==> src/alu_ops_defines.svh <==
// register offsets, flag bit positions, reset values for the multiply/subtract datapath
`ifndef ALU_OPS_DEFINES_SVH
`define ALU_OPS_DEFINES_SVH

// ===========================================================
// register byte offsets
`define OFF_WORKING      8'h00
`define OFF_PRODUCT      8'h04
`define OFF_FLAGS        8'h08
`define OFF_TABLE_PTR    8'h0C
`define OFF_TABLE_LATCH  8'h10
`define OFF_WATCHDOG     8'h14

// ===========================================================
// arith flags register field positions
`define FLAG_C_BIT       0
`define FLAG_DC_BIT      1
`define FLAG_Z_BIT       2
`define FLAG_OV_BIT      3
`define FLAG_PD_BIT      4
`define FLAG_TO_BIT      5

// ===========================================================
// reset and clear values
`define WORKING_RST      8'h00
`define WDT_CLEAR_VAL    8'h00
`define WDT_POST_CLEAR   4'h0
`define STATUS_SET_VAL   1'b1

`endif

==> src/alu_ops_pkg.sv <==
// types shared by the multiply/subtract datapath
package alu_ops_pkg;

	// ===========================================================
	// operation codes from the instruction sequencer
	typedef enum logic [3:0] {
		bit_set_op                    = 4'h0,
		bit_clear_op                  = 4'h1,
		bit_toggle_op                 = 4'h2,
		watchdog_clear_op             = 4'h3,
		invert_file_op                = 4'h4,
		multiply_literal_op           = 4'h5,
		multiply_working_by_file_op   = 4'h6,
		subtract_working_from_file_op = 4'h7,
		subtract_with_borrow_op       = 4'h8,
		table_read_op                 = 4'h9
	} op_code_t;

	// decoded operation request
	typedef struct packed {
		logic       valid;
		op_code_t   code;
		logic [7:0] operand;   // literal, or file address
		logic       dest;      // 0 working register, 1 file
		logic [2:0] bit_sel;
		logic       tbl_high;  // table read half select
		logic       tbl_inc;
	} op_req_t;

	// file register write port
	typedef struct packed {
		logic       we;
		logic [7:0] addr;
		logic [7:0] data;
	} file_wr_t;

	// complete module state
	typedef struct packed {
		logic [7:0]  working_register;
		logic [15:0] product;          // high byte : low byte
		logic        ov;
		logic        z;
		logic        dc;
		logic        c;
		logic        watchdog_expired_flag;
		logic        sleep_entered_flag;
		logic [15:0] table_pointer;
		logic [15:0] table_latch;      // high : low
		logic [7:0]  wdt;
		logic [3:0]  wdt_post;
		logic        ph_write;         // pending bus write data phase
		logic [7:0]  ph_addr;
		logic [31:0] rdata;
		file_wr_t    fwr;
	} state_t;

endpackage

==> src/alu_multiply_subtract_ops.sv <==
// execution datapath: bit ops, watchdog clear, invert, multiply, subtract, table read
`timescale 1ns/1ps
`include "alu_ops_defines.svh"

module alu_multiply_subtract_ops (
	input  wire logic                   hclk,
	input  wire logic                   hresetn,
	input  wire logic                   hsel,
	input  wire logic [31:0]            haddr,
	input  wire logic [1:0]             htrans,
	input  wire logic                   hwrite,
	input  wire logic [2:0]             hsize,
	input  wire logic [31:0]            hwdata,
	input  wire logic                   hready,
	output logic                        hreadyout,
	output logic [31:0]                 hrdata,
	output logic                        hresp,
	input  wire alu_ops_pkg::op_req_t   op,
	input  wire logic [7:0]             file_rdata,
	output logic [15:0]                 prog_addr,
	input  wire logic [15:0]            prog_rdata,
	output alu_ops_pkg::file_wr_t       file_wr,
	output logic [7:0]                  working_value
);

	alu_ops_pkg::state_t s_q;
	alu_ops_pkg::state_t s_d;

	logic [7:0]  res;
	logic [8:0]  sub_full;
	logic [4:0]  sub_nib;
	logic        cin;
	logic [15:0] mul_a;
	logic [7:0]  mul_b;
	logic        take;

	// ===========================================================
	// outputs
	assign hreadyout     = 1'b1;
	assign hresp         = 1'b0;
	assign hrdata        = s_q.rdata;
	assign file_wr       = s_q.fwr;
	assign prog_addr     = s_q.table_pointer;
	assign working_value = s_q.working_register;

	// ===========================================================
	// next state
	always_comb begin
		s_d        = s_q;
		s_d.fwr.we = 1'b0;
		res        = 8'h00;
		mul_b      = (op.code == alu_ops_pkg::multiply_literal_op) ? op.operand : file_rdata;
		mul_a      = 16'(s_q.working_register) * 16'(mul_b);
		cin        = (op.code == alu_ops_pkg::subtract_with_borrow_op) ? s_q.c : 1'b1;
		// invert at operand width first, so the widened top bit stays clear
		sub_full   = 9'(file_rdata) + {1'b0, ~s_q.working_register} + 9'(cin);
		sub_nib    = 5'(file_rdata[3:0]) + {1'b0, ~s_q.working_register[3:0]} + 5'(cin);
		take       = hsel && hready && htrans[1];

		// watchdog runs freely; a full wrap marks expiry
		s_d.wdt_post = s_q.wdt_post + 4'h1;
		if (s_q.wdt_post == 4'hF) begin
			s_d.wdt = s_q.wdt + 8'h01;
			if (s_q.wdt == 8'hFF) begin
				s_d.watchdog_expired_flag = 1'b0;
			end
		end

		// bus data phase write
		if (s_q.ph_write) begin
			unique case (s_q.ph_addr)
				`OFF_WORKING:   s_d.working_register = hwdata[7:0];
				`OFF_FLAGS: begin
					s_d.c  = hwdata[`FLAG_C_BIT];
					s_d.dc = hwdata[`FLAG_DC_BIT];
					s_d.z  = hwdata[`FLAG_Z_BIT];
					s_d.ov = hwdata[`FLAG_OV_BIT];
				end
				`OFF_TABLE_PTR: s_d.table_pointer = hwdata[15:0];
				default: ;
			endcase
		end

		// operation execute; overrides a bus write in the same cycle
		if (op.valid) begin
			unique case (op.code)
				alu_ops_pkg::bit_set_op,
				alu_ops_pkg::bit_clear_op,
				alu_ops_pkg::bit_toggle_op: begin
					res = file_rdata;
					if (op.code == alu_ops_pkg::bit_set_op) begin
						res[op.bit_sel] = 1'b1;
					end else if (op.code == alu_ops_pkg::bit_clear_op) begin
						res[op.bit_sel] = 1'b0;
					end else begin
						res[op.bit_sel] = ~file_rdata[op.bit_sel];
					end
					s_d.fwr = '{we: 1'b1, addr: op.operand, data: res};
				end
				alu_ops_pkg::watchdog_clear_op: begin
					s_d.wdt                   = `WDT_CLEAR_VAL;
					s_d.wdt_post              = `WDT_POST_CLEAR;
					s_d.watchdog_expired_flag = `STATUS_SET_VAL;
					s_d.sleep_entered_flag    = `STATUS_SET_VAL;
				end
				alu_ops_pkg::invert_file_op: begin
					res   = ~file_rdata;
					s_d.z = (res == 8'h00);
				end
				alu_ops_pkg::multiply_literal_op,
				alu_ops_pkg::multiply_working_by_file_op: begin
					s_d.product = mul_a;
				end
				alu_ops_pkg::subtract_working_from_file_op,
				alu_ops_pkg::subtract_with_borrow_op: begin
					res    = sub_full[7:0];
					s_d.c  = sub_full[8];
					s_d.dc = sub_nib[4];
					s_d.z  = (res == 8'h00);
					s_d.ov = (file_rdata[7] != s_q.working_register[7]) && (res[7] != file_rdata[7]);
				end
				alu_ops_pkg::table_read_op: begin
					res = op.tbl_high ? s_q.table_latch[15:8] : s_q.table_latch[7:0];
					s_d.fwr         = '{we: 1'b1, addr: op.operand, data: res};
					s_d.table_latch = prog_rdata;
					if (op.tbl_inc) begin
						s_d.table_pointer = s_q.table_pointer + 16'h0001;
					end
				end
				default: ;
			endcase
			// destination select for ops that carry it
			if (op.code == alu_ops_pkg::invert_file_op ||
			    op.code == alu_ops_pkg::subtract_working_from_file_op ||
			    op.code == alu_ops_pkg::subtract_with_borrow_op) begin
				if (op.dest) begin
					s_d.fwr = '{we: 1'b1, addr: op.operand, data: res};
				end else begin
					s_d.working_register = res;
				end
			end
		end

		// bus address phase: capture and read with forwarding
		s_d.ph_write = take && hwrite;
		s_d.ph_addr  = haddr[7:0];
		if (take && !hwrite) begin
			unique case (haddr[7:0])
				`OFF_WORKING:     s_d.rdata = {24'h000000, s_d.working_register};
				`OFF_PRODUCT:     s_d.rdata = {16'h0000, s_d.product};
				`OFF_FLAGS:       s_d.rdata = {26'h0000000, s_d.watchdog_expired_flag, s_d.sleep_entered_flag,
				                               s_d.ov, s_d.z, s_d.dc, s_d.c};
				`OFF_TABLE_PTR:   s_d.rdata = {16'h0000, s_d.table_pointer};
				`OFF_TABLE_LATCH: s_d.rdata = {16'h0000, s_d.table_latch};
				`OFF_WATCHDOG:    s_d.rdata = {24'h000000, s_d.wdt};
				default:          s_d.rdata = 32'h00000000;
			endcase
		end else begin
			s_d.rdata = 32'h00000000;
		end
	end

	// ===========================================================
	// state register
	always_ff @(posedge hclk or negedge hresetn) begin
		if (!hresetn) begin
			s_q                       <= '0;
			s_q.working_register      <= `WORKING_RST;
			s_q.watchdog_expired_flag <= `STATUS_SET_VAL;
			s_q.sleep_entered_flag    <= `STATUS_SET_VAL;
		end else begin
			s_q <= s_d;
		end
	end

	logic op_mul;
	logic no_bus_wr;
	assign op_mul    = op.valid && (op.code == alu_ops_pkg::multiply_literal_op ||
	                               op.code == alu_ops_pkg::multiply_working_by_file_op);
	assign no_bus_wr = !s_q.ph_write;
endmodule

==> config.mk <==
export PLATFORM = sky130hd
export DESIGN_NAME = alu_multiply_subtract_ops
export DESIGN_NICKNAME = d
export VERILOG_FILES = /design/src/alu_ops_pkg.sv /design/src/alu_multiply_subtract_ops.sv
export VERILOG_INCLUDE_DIRS = /design/src
export SDC_FILE = /design/constraint.sdc
export NUM_CORES = 1
export LEC_CHECK = 0
export ABC_AREA = 1
export ABC_CLOCK_PERIOD_IN_PS = 5650
export BUFFER_PORTS_ARGS = -buffer_cell sky130_fd_sc_hd__buf_2
export CELL_PAD_IN_SITES_DETAIL_PLACEMENT = 1
export CELL_PAD_IN_SITES_GLOBAL_PLACEMENT = 2
export CORE_MARGIN = 2
export CORE_UTILIZATION = 31
export CTS_CLUSTER_SIZE = 10
export DETAILED_ROUTE_END_ITERATION = 6
export GPL_TIMING_DRIVEN = 1
export PLACE_DENSITY = 0.83
export REMOVE_ABC_BUFFERS = 1
export SLEW_MARGIN = 30
export SYNTH_ARGS = -nofsm -noshare
export SYNTH_HDL_FRONTEND = slang
export SYNTH_SLANG_ARGS = --single-unit
==> constraint.sdc <==
create_clock -name hclk -period 5.65 [get_ports hclk]
set_clock_uncertainty 0.05 [all_clocks]
set_input_delay 1.695 -clock hclk [delete_from_list [all_inputs] [get_ports hclk]]
set_output_delay 1.695 -clock hclk [all_outputs]
set_load 0.005 [all_outputs]
==> out/metrics.cfg, run 1 <==
[run_status]
status = finished with violations
violations = negative setup slack

[route]
drtIter0Drc = 418
dr.pass1.iters = 5
avgViaCountPerCell = 4.87
drc = 0
met3_length_mm = 1.53
drtAntennaViolNets = 0
vias = 9631
highest_layer = met5
drt-total-wl_mm = 35.0
post_drt_wl_per_cell_um = 17.7
met2_wirelength_mm = 16.8
wl_met1_mm = 16.0

[global_route]
grt-ovfl-total = 0
antenna_found_initial = 1
grt_usage_pct = 21.5
grt_start_max_net_pins = 52
grt_pass1_wl_mm = 55.6
grt_pass1_vias = 10300

[die]
die_h_um = 182
boundaryPins = 192
fp.coreArea_um2 = 31400
dieArea_um2 = 33100
die_w_um = 182
initial_core_util_pct = 31.3
floorplan.rows = 65

[sta]
fin_crit_sh_pct = 103
relSlewSlack_pct = 47.8
fin_ws_ns = -0.151
setup_viol = 13
fmax_mhz = 172
min_period_ns = 5.80
worst_slew_pin_slew_ns = 0.780
rsz0062_at_grt = true
final_max_slew_viol_count = 0
hold_viol = 0
fin_setup_tns_ns = -1.48

[place]
gp_congestion = 0.859
dp_hpwl_mm = 26.6
port_buffers = 129

[cts]
path_clk_slew_ns = 0.06
cts_tree = done
htree_levels = 4
clkSinkCount = 116
clk_latency_ns = 0.43
cts_buffers = 17
cts_root_buf = clkbuf_16
ctsHoldBuffers = 0
clock_path_buffers = 2

[synth]
synth_warnings = 0
synth_sequential_area_ratio_pct = 29.6
synth_edf_count = 0
ys_async_sr_fraction_pct = 100
synth-seq-cells = 116
netlist_area_um2 = 9820
synth_flop_cell = dfrtp_1
netlist_instances = 1403
avgSynthCellArea_um2 = 7.00
synth_cell_types = 55

[worst_setup_path]
cp_max_fo = 7
cp_data_required_time_ns = 5.93
slowest_delay_ns = 0.54
cp-end-kind = flop
crit_type = in2reg
cpMaxStageDelayCell = fa_1
critPathMostFrequentCell = fa_1
crit_buf_inv = 6
cp_data_arrival_time_ns = 6.08
critPathLaunchType = input port
crit_family = adder cells
rrSetupSlack_ns = 0.98

[pwr]
report.power.total_w = 0.00782
p_per_area_nw_per_um2 = 637
p_leak_nw = 6.46
peakVddDrop_mv = 0.593

[cells_and_area]
drive_gt1_share_pct = 25.5
nNetsFinal = 1762
area_growth_pct = 25.0
antenna_cells = 0

[hold_path]
hp-class = reg2reg

[flow_run]
maxCapViolCount = 0

[report_power, final]
group	internal (W)	switching [W]
Sequential	0.00101	0.000140
Clock	0.000707	0.000476
Combinational	0.00245	0.00304
Total	0.00417	0.00365
[cells in the final DEF (no fill, tap or decap), types with 9 or more instances in the layout]
cell type and instances:
nor2_2 17, buf_6 14, nand3_2 9, o21ai_1 9, a21oi_1 24, inv_2 27
o21ai_0 46, clkbuf_16 17, inv_1 183, o211ai_1 14, fa_1 34, buf_2 124
nor2_1 141, nand4_1 19, nor3_1 11, dfrtp_1 114, buf_4 77, nand2_2 15
nand3_1 90, and2_1 10, conb_1 18, nand2_1 366, ha_1 37
[cell families (layout without fill, tap and decap cells)]
| family | count (synthesis) | after routing | share of synthesized area (%) |
|---|---|---|---|
| xor gates and xnor gates | 10 | 10 | 0.892 |
| buffers and inverters | 319 | 474 | 15.5 |
| AOI/OAI and AO/OA | 147 | 147 | 8.78 |
| DFF | 116 | 116 | 29.6 |
| and+or+nand+nor | 725 | 725 | 31.6 |
| adders and majority gates | 84 | 84 | 13.6 |
| other | 2 | 18 | 0.0765 |
[synthesized netlist by cell type, drive strengths merged, types with 5 or more instances]
master  number  share of area, %
o21a         8              0.61
a31oi        8              0.51
dfrtp      114                29
xor2         6              0.54
inv        216               8.3
fa          38               7.7
clkinv       6              0.28
nand3       99               5.1
and2        11              0.70
nand4       21               1.5
o21ai       63               3.2
o21bai       5              0.38
o211ai      15               1.2
or2         14              0.92
nor3        15              0.93
nor4         5              0.38
a21oi       35               1.8
buf         91               6.7
ha          46               5.9
nand2      390                15
clkbuf       6              0.23
nor2       163               6.4
[final timing paths]
path,from,to,cells past startpoint
worst min register to register,s_q[58]$_DFF_PN0_,s_q[58]$_DFF_PN0_,1
worst max-delay path,op[15],hrdata[14]$_DFF_PN0_,25
worst max register to register,working_value[2]$_DFF_PN0_,hrdata[14]$_DFF_PN0_,18
worst min-delay path,s_q[58]$_DFF_PN0_,s_q[58]$_DFF_PN0_,1
min in group asynchronous,hresetn,prog_addr[10]$_DFF_PN0_,1
max in group asynchronous,hresetn,s_q[102]$_DFF_PN1_,2
[metrics by stage]
step	instance area, um^2	hold WS [ns]	instances	setup slack [ns]	utilization [%]
2_1_floorplan	9200	0.383	1322	-0.725	-
3_3_place_gp	10900	0.396	1919	-0.886	34.6
3_5_place_dp	10900	0.405	1919	-1.00	34.6
4_1_cts	12100	0.421	1970	-0.126	38.5
5_1_grt	12300	0.447	1976	-0.370	39.1
6_report	12300	0.416	1976	-0.151	39.1
[state kept, by name, indices dropped and copies added, names as in the netlist]
register and flops:
prog_addr 16, s_q 59, file_wr 17, hrdata 16
working_value 8
[per-layer routing]
layer | global-route usage (%) | vias to the layer above
met5 | 0 | -
met4 | 6.10 | 2
met3 | 3.23 | 45
met2 | 36.5 | 217
met1 | 28.3 | 4741
li1 | - | 4626
[area by class of cell]
cell class / instances / area [um^2]
Clock buffer: 17 / 425
Clock inverter: 15 / 191
Fill cell: 3979 / 19100
Inverter: 222 / 856
Multi-Input combinational cell: 984 / 5950
Sequential cell: 116 / 2910
Tap cell: 402 / 503
Timing Repair Buffer: 220 / 1450
[repair_timing]
action | CTS | global route
pin swaps | 50 | 36
gates cloned | 1 | 0
endpoints found under the setup margin | 21 | 20
buffers inserted | 18 | 6
resized for setup | 130 | 34
Note: power is estimated with default switching activity, not from simulation.
==> run 2: changes to the inputs <==
--- a/config.mk
+++ b/config.mk
@@ -8,14 +8,15 @@
 export LEC_CHECK = 0
 export ABC_AREA = 1
 export ABC_CLOCK_PERIOD_IN_PS = 5650
-export BUFFER_PORTS_ARGS = -buffer_cell sky130_fd_sc_hd__buf_2
 export CELL_PAD_IN_SITES_DETAIL_PLACEMENT = 1
 export CELL_PAD_IN_SITES_GLOBAL_PLACEMENT = 2
 export CORE_MARGIN = 2
-export CORE_UTILIZATION = 31
+export CORE_UTILIZATION = 36
 export CTS_CLUSTER_SIZE = 10
 export DETAILED_ROUTE_END_ITERATION = 6
+export DONT_BUFFER_PORTS = 1
 export GPL_TIMING_DRIVEN = 1
+export HOLD_SLACK_MARGIN = 0.05
 export PLACE_DENSITY = 0.83
 export REMOVE_ABC_BUFFERS = 1
 export SLEW_MARGIN = 30
==> run 2 against run 1 <==
Against the previous run:
- the run still ends with negative setup slack left
- sequential power about the same
- clock-buffer cell count increased by 1
- register-to-register slack improved by 0.11 ns
- total power decreased by 9.2%
- combinational power decreased by 13%
- critical path type unchanged
==> out/metrics.cfg, run 2 (same netlist as run 1, synthesis figures left out) <==
[die]
fp.coreArea_um2 = 26900
initial_core_util_pct = 36.5
die_w_um = 169
die_h_um = 169
floorplan.rows = 60
boundaryPins = 192
dieArea_um2 = 28600

[run_status]
status = finished with violations
violations = negative setup slack

[worst_setup_path]
reg2reg_to = hrdata[9]$_DFF_PN0_
critPathLaunchType = input port
r2r_cells = 19
r2r-start = working_value[3]$_DFF_PN0_
cp_data_arrival_time_ns = 5.95
cp-end-kind = flop
rrSetupSlack_ns = 1.09
cp_data_required_time_ns = 5.86
cp_max_fo = 7
crit_type = in2reg

[pwr]
peakVddDrop_mv = 0.514
p_per_area_nw_per_um2 = 634
p_leak_nw = 5.77
report.power.total_w = 0.00710

[place]
detailed_place.area_um2 = 10100
dp_hpwl_mm = 25.1
post-place-cells = 1719
port_buffers = 0
gp_congestion = 0.890

[sta]
final_max_slew_viol_count = 0
rsz0062_at_grt = true
relSlewSlack_pct = 50.1
setup_viol = 10
fin_ws_ns = -0.0912
fmax_mhz = 174
worst_slew_pin_slew_ns = 0.747
fin_setup_tns_ns = -0.540
fin_crit_sh_pct = 102
hold_viol = 0
min_period_ns = 5.74

[route]
vias = 8950
drt-total-wl_mm = 32.2
drtAntennaViolNets = 0
dr.pass1.iters = 5
drtIter0Drc = 492
drc = 0
avgViaCountPerCell = 5.08
post_drt_wl_per_cell_um = 18.2

[cells_and_area]
fill_cells = 3375
largest_reg_flops = 59
top_register = s_q
layout_common_cells = nand2_1, inv_1, nor2_1, dfrtp_1, nand3_1
fin_area_um2 = 11200
multiInputGateArea_um2 = 5850
area.sequential_um2 = 2910
fin_cells = 1763
nNetsFinal = 1609
area_growth_pct = 14.1
final_common_cell = nand2_1
drive_gt1_share_pct = 16.2

[hold_path]
min_delay_path_depth = 1
min_to = s_q[58]$_DFF_PN0_
hp-class = reg2reg
hp-start = s_q[58]$_DFF_PN0_

[cts]
ctsHoldBuffers = 0
clock_path_buffers = 2
cts_tree = done
cts_buffers = 17
clk_latency_ns = 0.42
path_clk_slew_ns = 0.06
htree_levels = 4
cts_root_buf = clkbuf_16
clkSinkCount = 116

[global_route]
grt_usage_pct = 23.1
grt_start_max_net_pins = 117
grt_pass1_vias = 9433
grt-ovfl-total = 0
grt_pass1_wl_mm = 50.9
antenna_found_initial = 3

[flow_run]
maxCapViolCount = 0

run 2: cell types whose count changed in the layout (fill, tap and decap cells not counted), sizes merged:
cell	change
buf	-153
inv	-3
diode	+2
clkbuf	+1
clkinvlp	+1
run 2: worst max-delay path by stage:
stage / start / endpoint / cells after the start
after floorplan: op[14] / hrdata[8]$_DFF_PN0_ / 25
after global placement: op[17] / hrdata[15]$_DFF_PN0_ / 23
after detailed placement: op[17] / hrdata[15]$_DFF_PN0_ / 24
after CTS: op[14] / hrdata[12]$_DFF_PN0_ / 25
after global routing: op[17] / hrdata[6]$_DFF_PN0_ / 28
final: op[14] / hrdata[14]$_DFF_PN0_ / 26
run 2: final cells by class:
class | count | share of cell area (%)
clock buffers | 18 | 3.92
repair buffers | 67 | 4.91
inverters | 222 | 7.68
flip-flops and latches | 116 | 25.9
multi-input cells | 984 | 52.2
clock inverters | 13 | 1.54
well taps | 341 | 3.81
diodes | 2 | 0.0447
run 2: worst max-delay path: stages:
cell and delay (ns):
inv_12 0.02, nor2_4 0.14, nand2_8 0.09, buf_12 0.15, buf_6 0.11, nand2_2 0.05
o21a_1 0.16, nand2_1 0.08, fa_1 0.45, fa_1 0.51, inv_2 0.04, fa_1 0.51
inv_1 0.06, fa_1 0.54, inv_2 0.06, ha_4 0.27, a21oi_4 0.21, buf_6 0.12
o21ai_2 0.05, nand2_1 0.09, nand3_1 0.08, nand2_1 0.10, nand3_2 0.07, and2_4 0.17
nand2_2 0.06, a21oi_2 0.05
run 2: timing repair:
item,4_1_cts,5_1_grt
gates cloned,1,0
resized for setup,86,36
pin swaps,29,17
setup buffers,6,4
setup endpoints to repair,19,19
run 2: per-layer routing:
metal | wire (um) | global-route usage [%]
met1 | 14200 | 29.5
met2 | 15500 | 39.3
met3 | 2000 | 5.71
met4 | 478 | 5.24
met5 | 11 | 0
run 2: power by group:
group	switching [W]	internal, W	total (W)
clock network	0.000447	0.000712	0.00116
logic	0.00269	0.00211	0.00479
registers	0.000144	0.00101	0.00115
run 2: stage by stage:
stage | setup WS, ns | hold slack (ns) | utilization, %
final | -0.0912 | 0.408 | 41.7
after global routing | -0.322 | 0.437 | 41.7
after CTS | -0.101 | 0.413 | 41.1
after detailed placement | -0.905 | 0.404 | 37.4
after global placement | -0.835 | 0.396 | 37.4
after floorplan | -0.725 | 0.383 | -
==> run 3: changes to the inputs <==
--- a/config.mk
+++ b/config.mk
@@ -18,7 +18,6 @@
 export GPL_TIMING_DRIVEN = 1
 export HOLD_SLACK_MARGIN = 0.05
 export PLACE_DENSITY = 0.83
-export REMOVE_ABC_BUFFERS = 1
 export SLEW_MARGIN = 30
 export SYNTH_ARGS = -nofsm -noshare
 export SYNTH_HDL_FRONTEND = slang
==> run 3 against run 2 <==
Against the previous run:
- the run now ends clean
- first-iteration DRC count shrank 9.3%
- combinational power fell by 9.6%
- non-clock buffer count decreased by 18
- worst hold slack improved by 0.0099 ns
- sequential power hardly changed
- worst setup slack improved by 0.13 ns
- fmax grew 2.3%
- total power down 7.5%
- cell count is 0.96% lower
==> out/metrics.cfg, run 3 (same netlist as run 1, synthesis figures left out) <==
[run_status]
status = completed

[pwr]
clkPwrFrac_pct = 16.5
seq_power_share_pct = 17.7
switching_power_w = 0.00305
p_per_area_nw_per_um2 = 595
p_int_w = 0.00351
sw_frac_of_total_pct = 46.5
p_leak_nw = 5.69
peakVddDrop_mv = 0.462
combPwrFrac_pct = 65.9

[place]
dp_hpwl_mm = 25.2
gp_congestion = 0.878
port_buffers = 0

[worst_setup_path]
critPathMostFrequentCell = fa_1
cp-end-kind = flop
crit_family = adder cells
cp_data_required_time_ns = 5.96
cp_data_arrival_time_ns = 5.93
slowest_delay_ns = 0.56
r2r_cells = 18
cp_max_fo = 8
rrSetupSlack_ns = 0.83
critPathLaunchType = input port
crit_buf_inv = 6
r2r-start = working_value[2]$_DFF_PN0_
worstPathCellList = nor2_4 -> buf_12 -> nand2_8 -> o21a_1 -> inv_2 -> nor2_1 -> fa_1 -> fa_1 -> fa_1 -> inv_1 -> fa_1 -> inv_2 -> ha_4 -> nand2_4 -> o21ai_2 -> nor2_2 -> or2_4 -> nand3_2 -> nand2_1 -> inv_1 -> nand2_1 -> nand3_1 -> nand2_1 -> inv_1
reg2reg_to = hrdata[13]$_DFF_PN0_
cpMaxStageDelayCell = fa_1
critical_path_depth = 24
crit_type = in2reg

[route]
drt-total-wl_mm = 31.6
drtIter0Drc = 446
avgViaCountPerCell = 5.07
post_drt_wl_per_cell_um = 18.1
drc = 0
vias = 8847
drtAntennaViolNets = 0
dr.pass1.iters = 5

[die]
boundaryPins = 192
dieArea_um2 = 28600
die_h_um = 169
floorplan.rows = 60
initial_core_util_pct = 36.5
die_w_um = 169
fp.coreArea_um2 = 26900

[sta]
worst_slew_pin_slew_ns = 0.730
hold_slack_ns = 0.418
fmax_mhz = 178
final_max_slew_viol_count = 0
min_period_ns = 5.61
setup_viol = 0
hold_viol = 0
fin_crit_sh_pct = 99.3
relSlewSlack_pct = 51.2
rsz0062_at_grt = true

[cts]
clk_latency_ns = 0.43
cts_tree = done
htree_levels = 4
cts_root_buf = clkbuf_16
ctsHoldBuffers = 0
path_clk_slew_ns = 0.06
clock_path_buffers = 2
cts_buffers = 17
clkSinkCount = 116

[global_route]
grt-ovfl-total = 0
grt_start_max_net_pins = 117
grt_pass1_wl_mm = 50.1
antenna_found_initial = 3
grt_usage_pct = 22.7
grt_pass1_vias = 9137

[hold_path]
min_to = s_q[58]$_DFF_PN0_
min_delay_path_depth = 1
hp-start = s_q[58]$_DFF_PN0_
hp-class = reg2reg

[cells_and_area]
nNetsFinal = 1592
layout_common_cells = nand2_1, inv_1, nor2_1, dfrtp_1, nand3_1
largest_reg_flops = 59
final_common_cell = nand2_1
area_growth_pct = 12.3
drive_gt1_share_pct = 14.6
finish.utilization_pct = 41.0
top_register = s_q

[flow_run]
maxCapViolCount = 0

[run 3: cell types whose count changed in the layout (fill, tap and decap cells not counted), moves of 3 or more]
cell,change
nand2_2,-6
buf_6,-4
clkinv_4,+4
nand2_1,+3
inv_1,+3
buf_4,-13
nand2_4,+4
[run 3: metrics by stage]
stage / total power, W / std cells / setup WS [ns] / instance area (um^2) / TNS, ns
global route: 0.00720 / 1745 / -0.168 / 11000 / -1.11
CTS: 0.00641 / 1739 / -0.0134 / 10800 / -0.0134
global placement: 0.00510 / 1705 / -0.429 / 10200 / -5.18
detailed placement: 0.00520 / 1705 / -0.533 / 10200 / -6.06
finish: 0.00657 / 1746 / 0.0379 / 11000 / 0
floorplan: 0.00409 / 1419 / -0.0459 / 10100 / -0.166
[run 3: routing by layer]
metal  GRT usage (%)  vias to the layer above  wire length [um]
met2            37.6                      206             15100
met3            4.31                       38              1750
met4            6.13                        4               651
li1                -                     4301                 -
met5               0                        -                18
met1            30.3                     4298             14200
[run 3: area by class of cell]
cell class	instances	area (um^2)
Antenna cell	1	2.50
Clock buffer	20	467
Clock inverter	12	120
Fill cell	3396	15800
Inverter	222	861
Multi-Input combinational cell	985	5870
Sequential cell	116	2910
Tap cell	341	427
Timing Repair Buffer	49	380
[run 3: power by group through the flow]
stage          logic (W)  registers, W  clock network [W]
2_1_floorplan    0.00298       0.00110                  0
6_report         0.00433       0.00116            0.00108
3_5_place_dp     0.00403       0.00118                  0
4_1_cts          0.00415       0.00116            0.00110
3_3_place_gp     0.00394       0.00117                  0
5_1_grt          0.00487       0.00119            0.00114
[run 3: worst max path at each step]
stage,slack [ns],startpoint,to
floorplan,-0.05,op[14],hrdata[9]$_DFF_PN0_
global placement,-0.43,op[17],hrdata[12]$_DFF_PN0_
detailed placement,-0.53,op[17],hrdata[12]$_DFF_PN0_
CTS,-0.01,op[17],hrdata[14]$_DFF_PN0_
global route,-0.17,op[14],hrdata[8]$_DFF_PN0_
finish,0.04,op[15],hrdata[8]$_DFF_PN0_
[run 3: repair_timing]
item	CTS	global route
hold endpoints to repair	0	0
gates cloned	0	1
buffers inserted	2	5
gates resized for setup	10	35
setup endpoints to repair	5	13
pin swaps	2	24
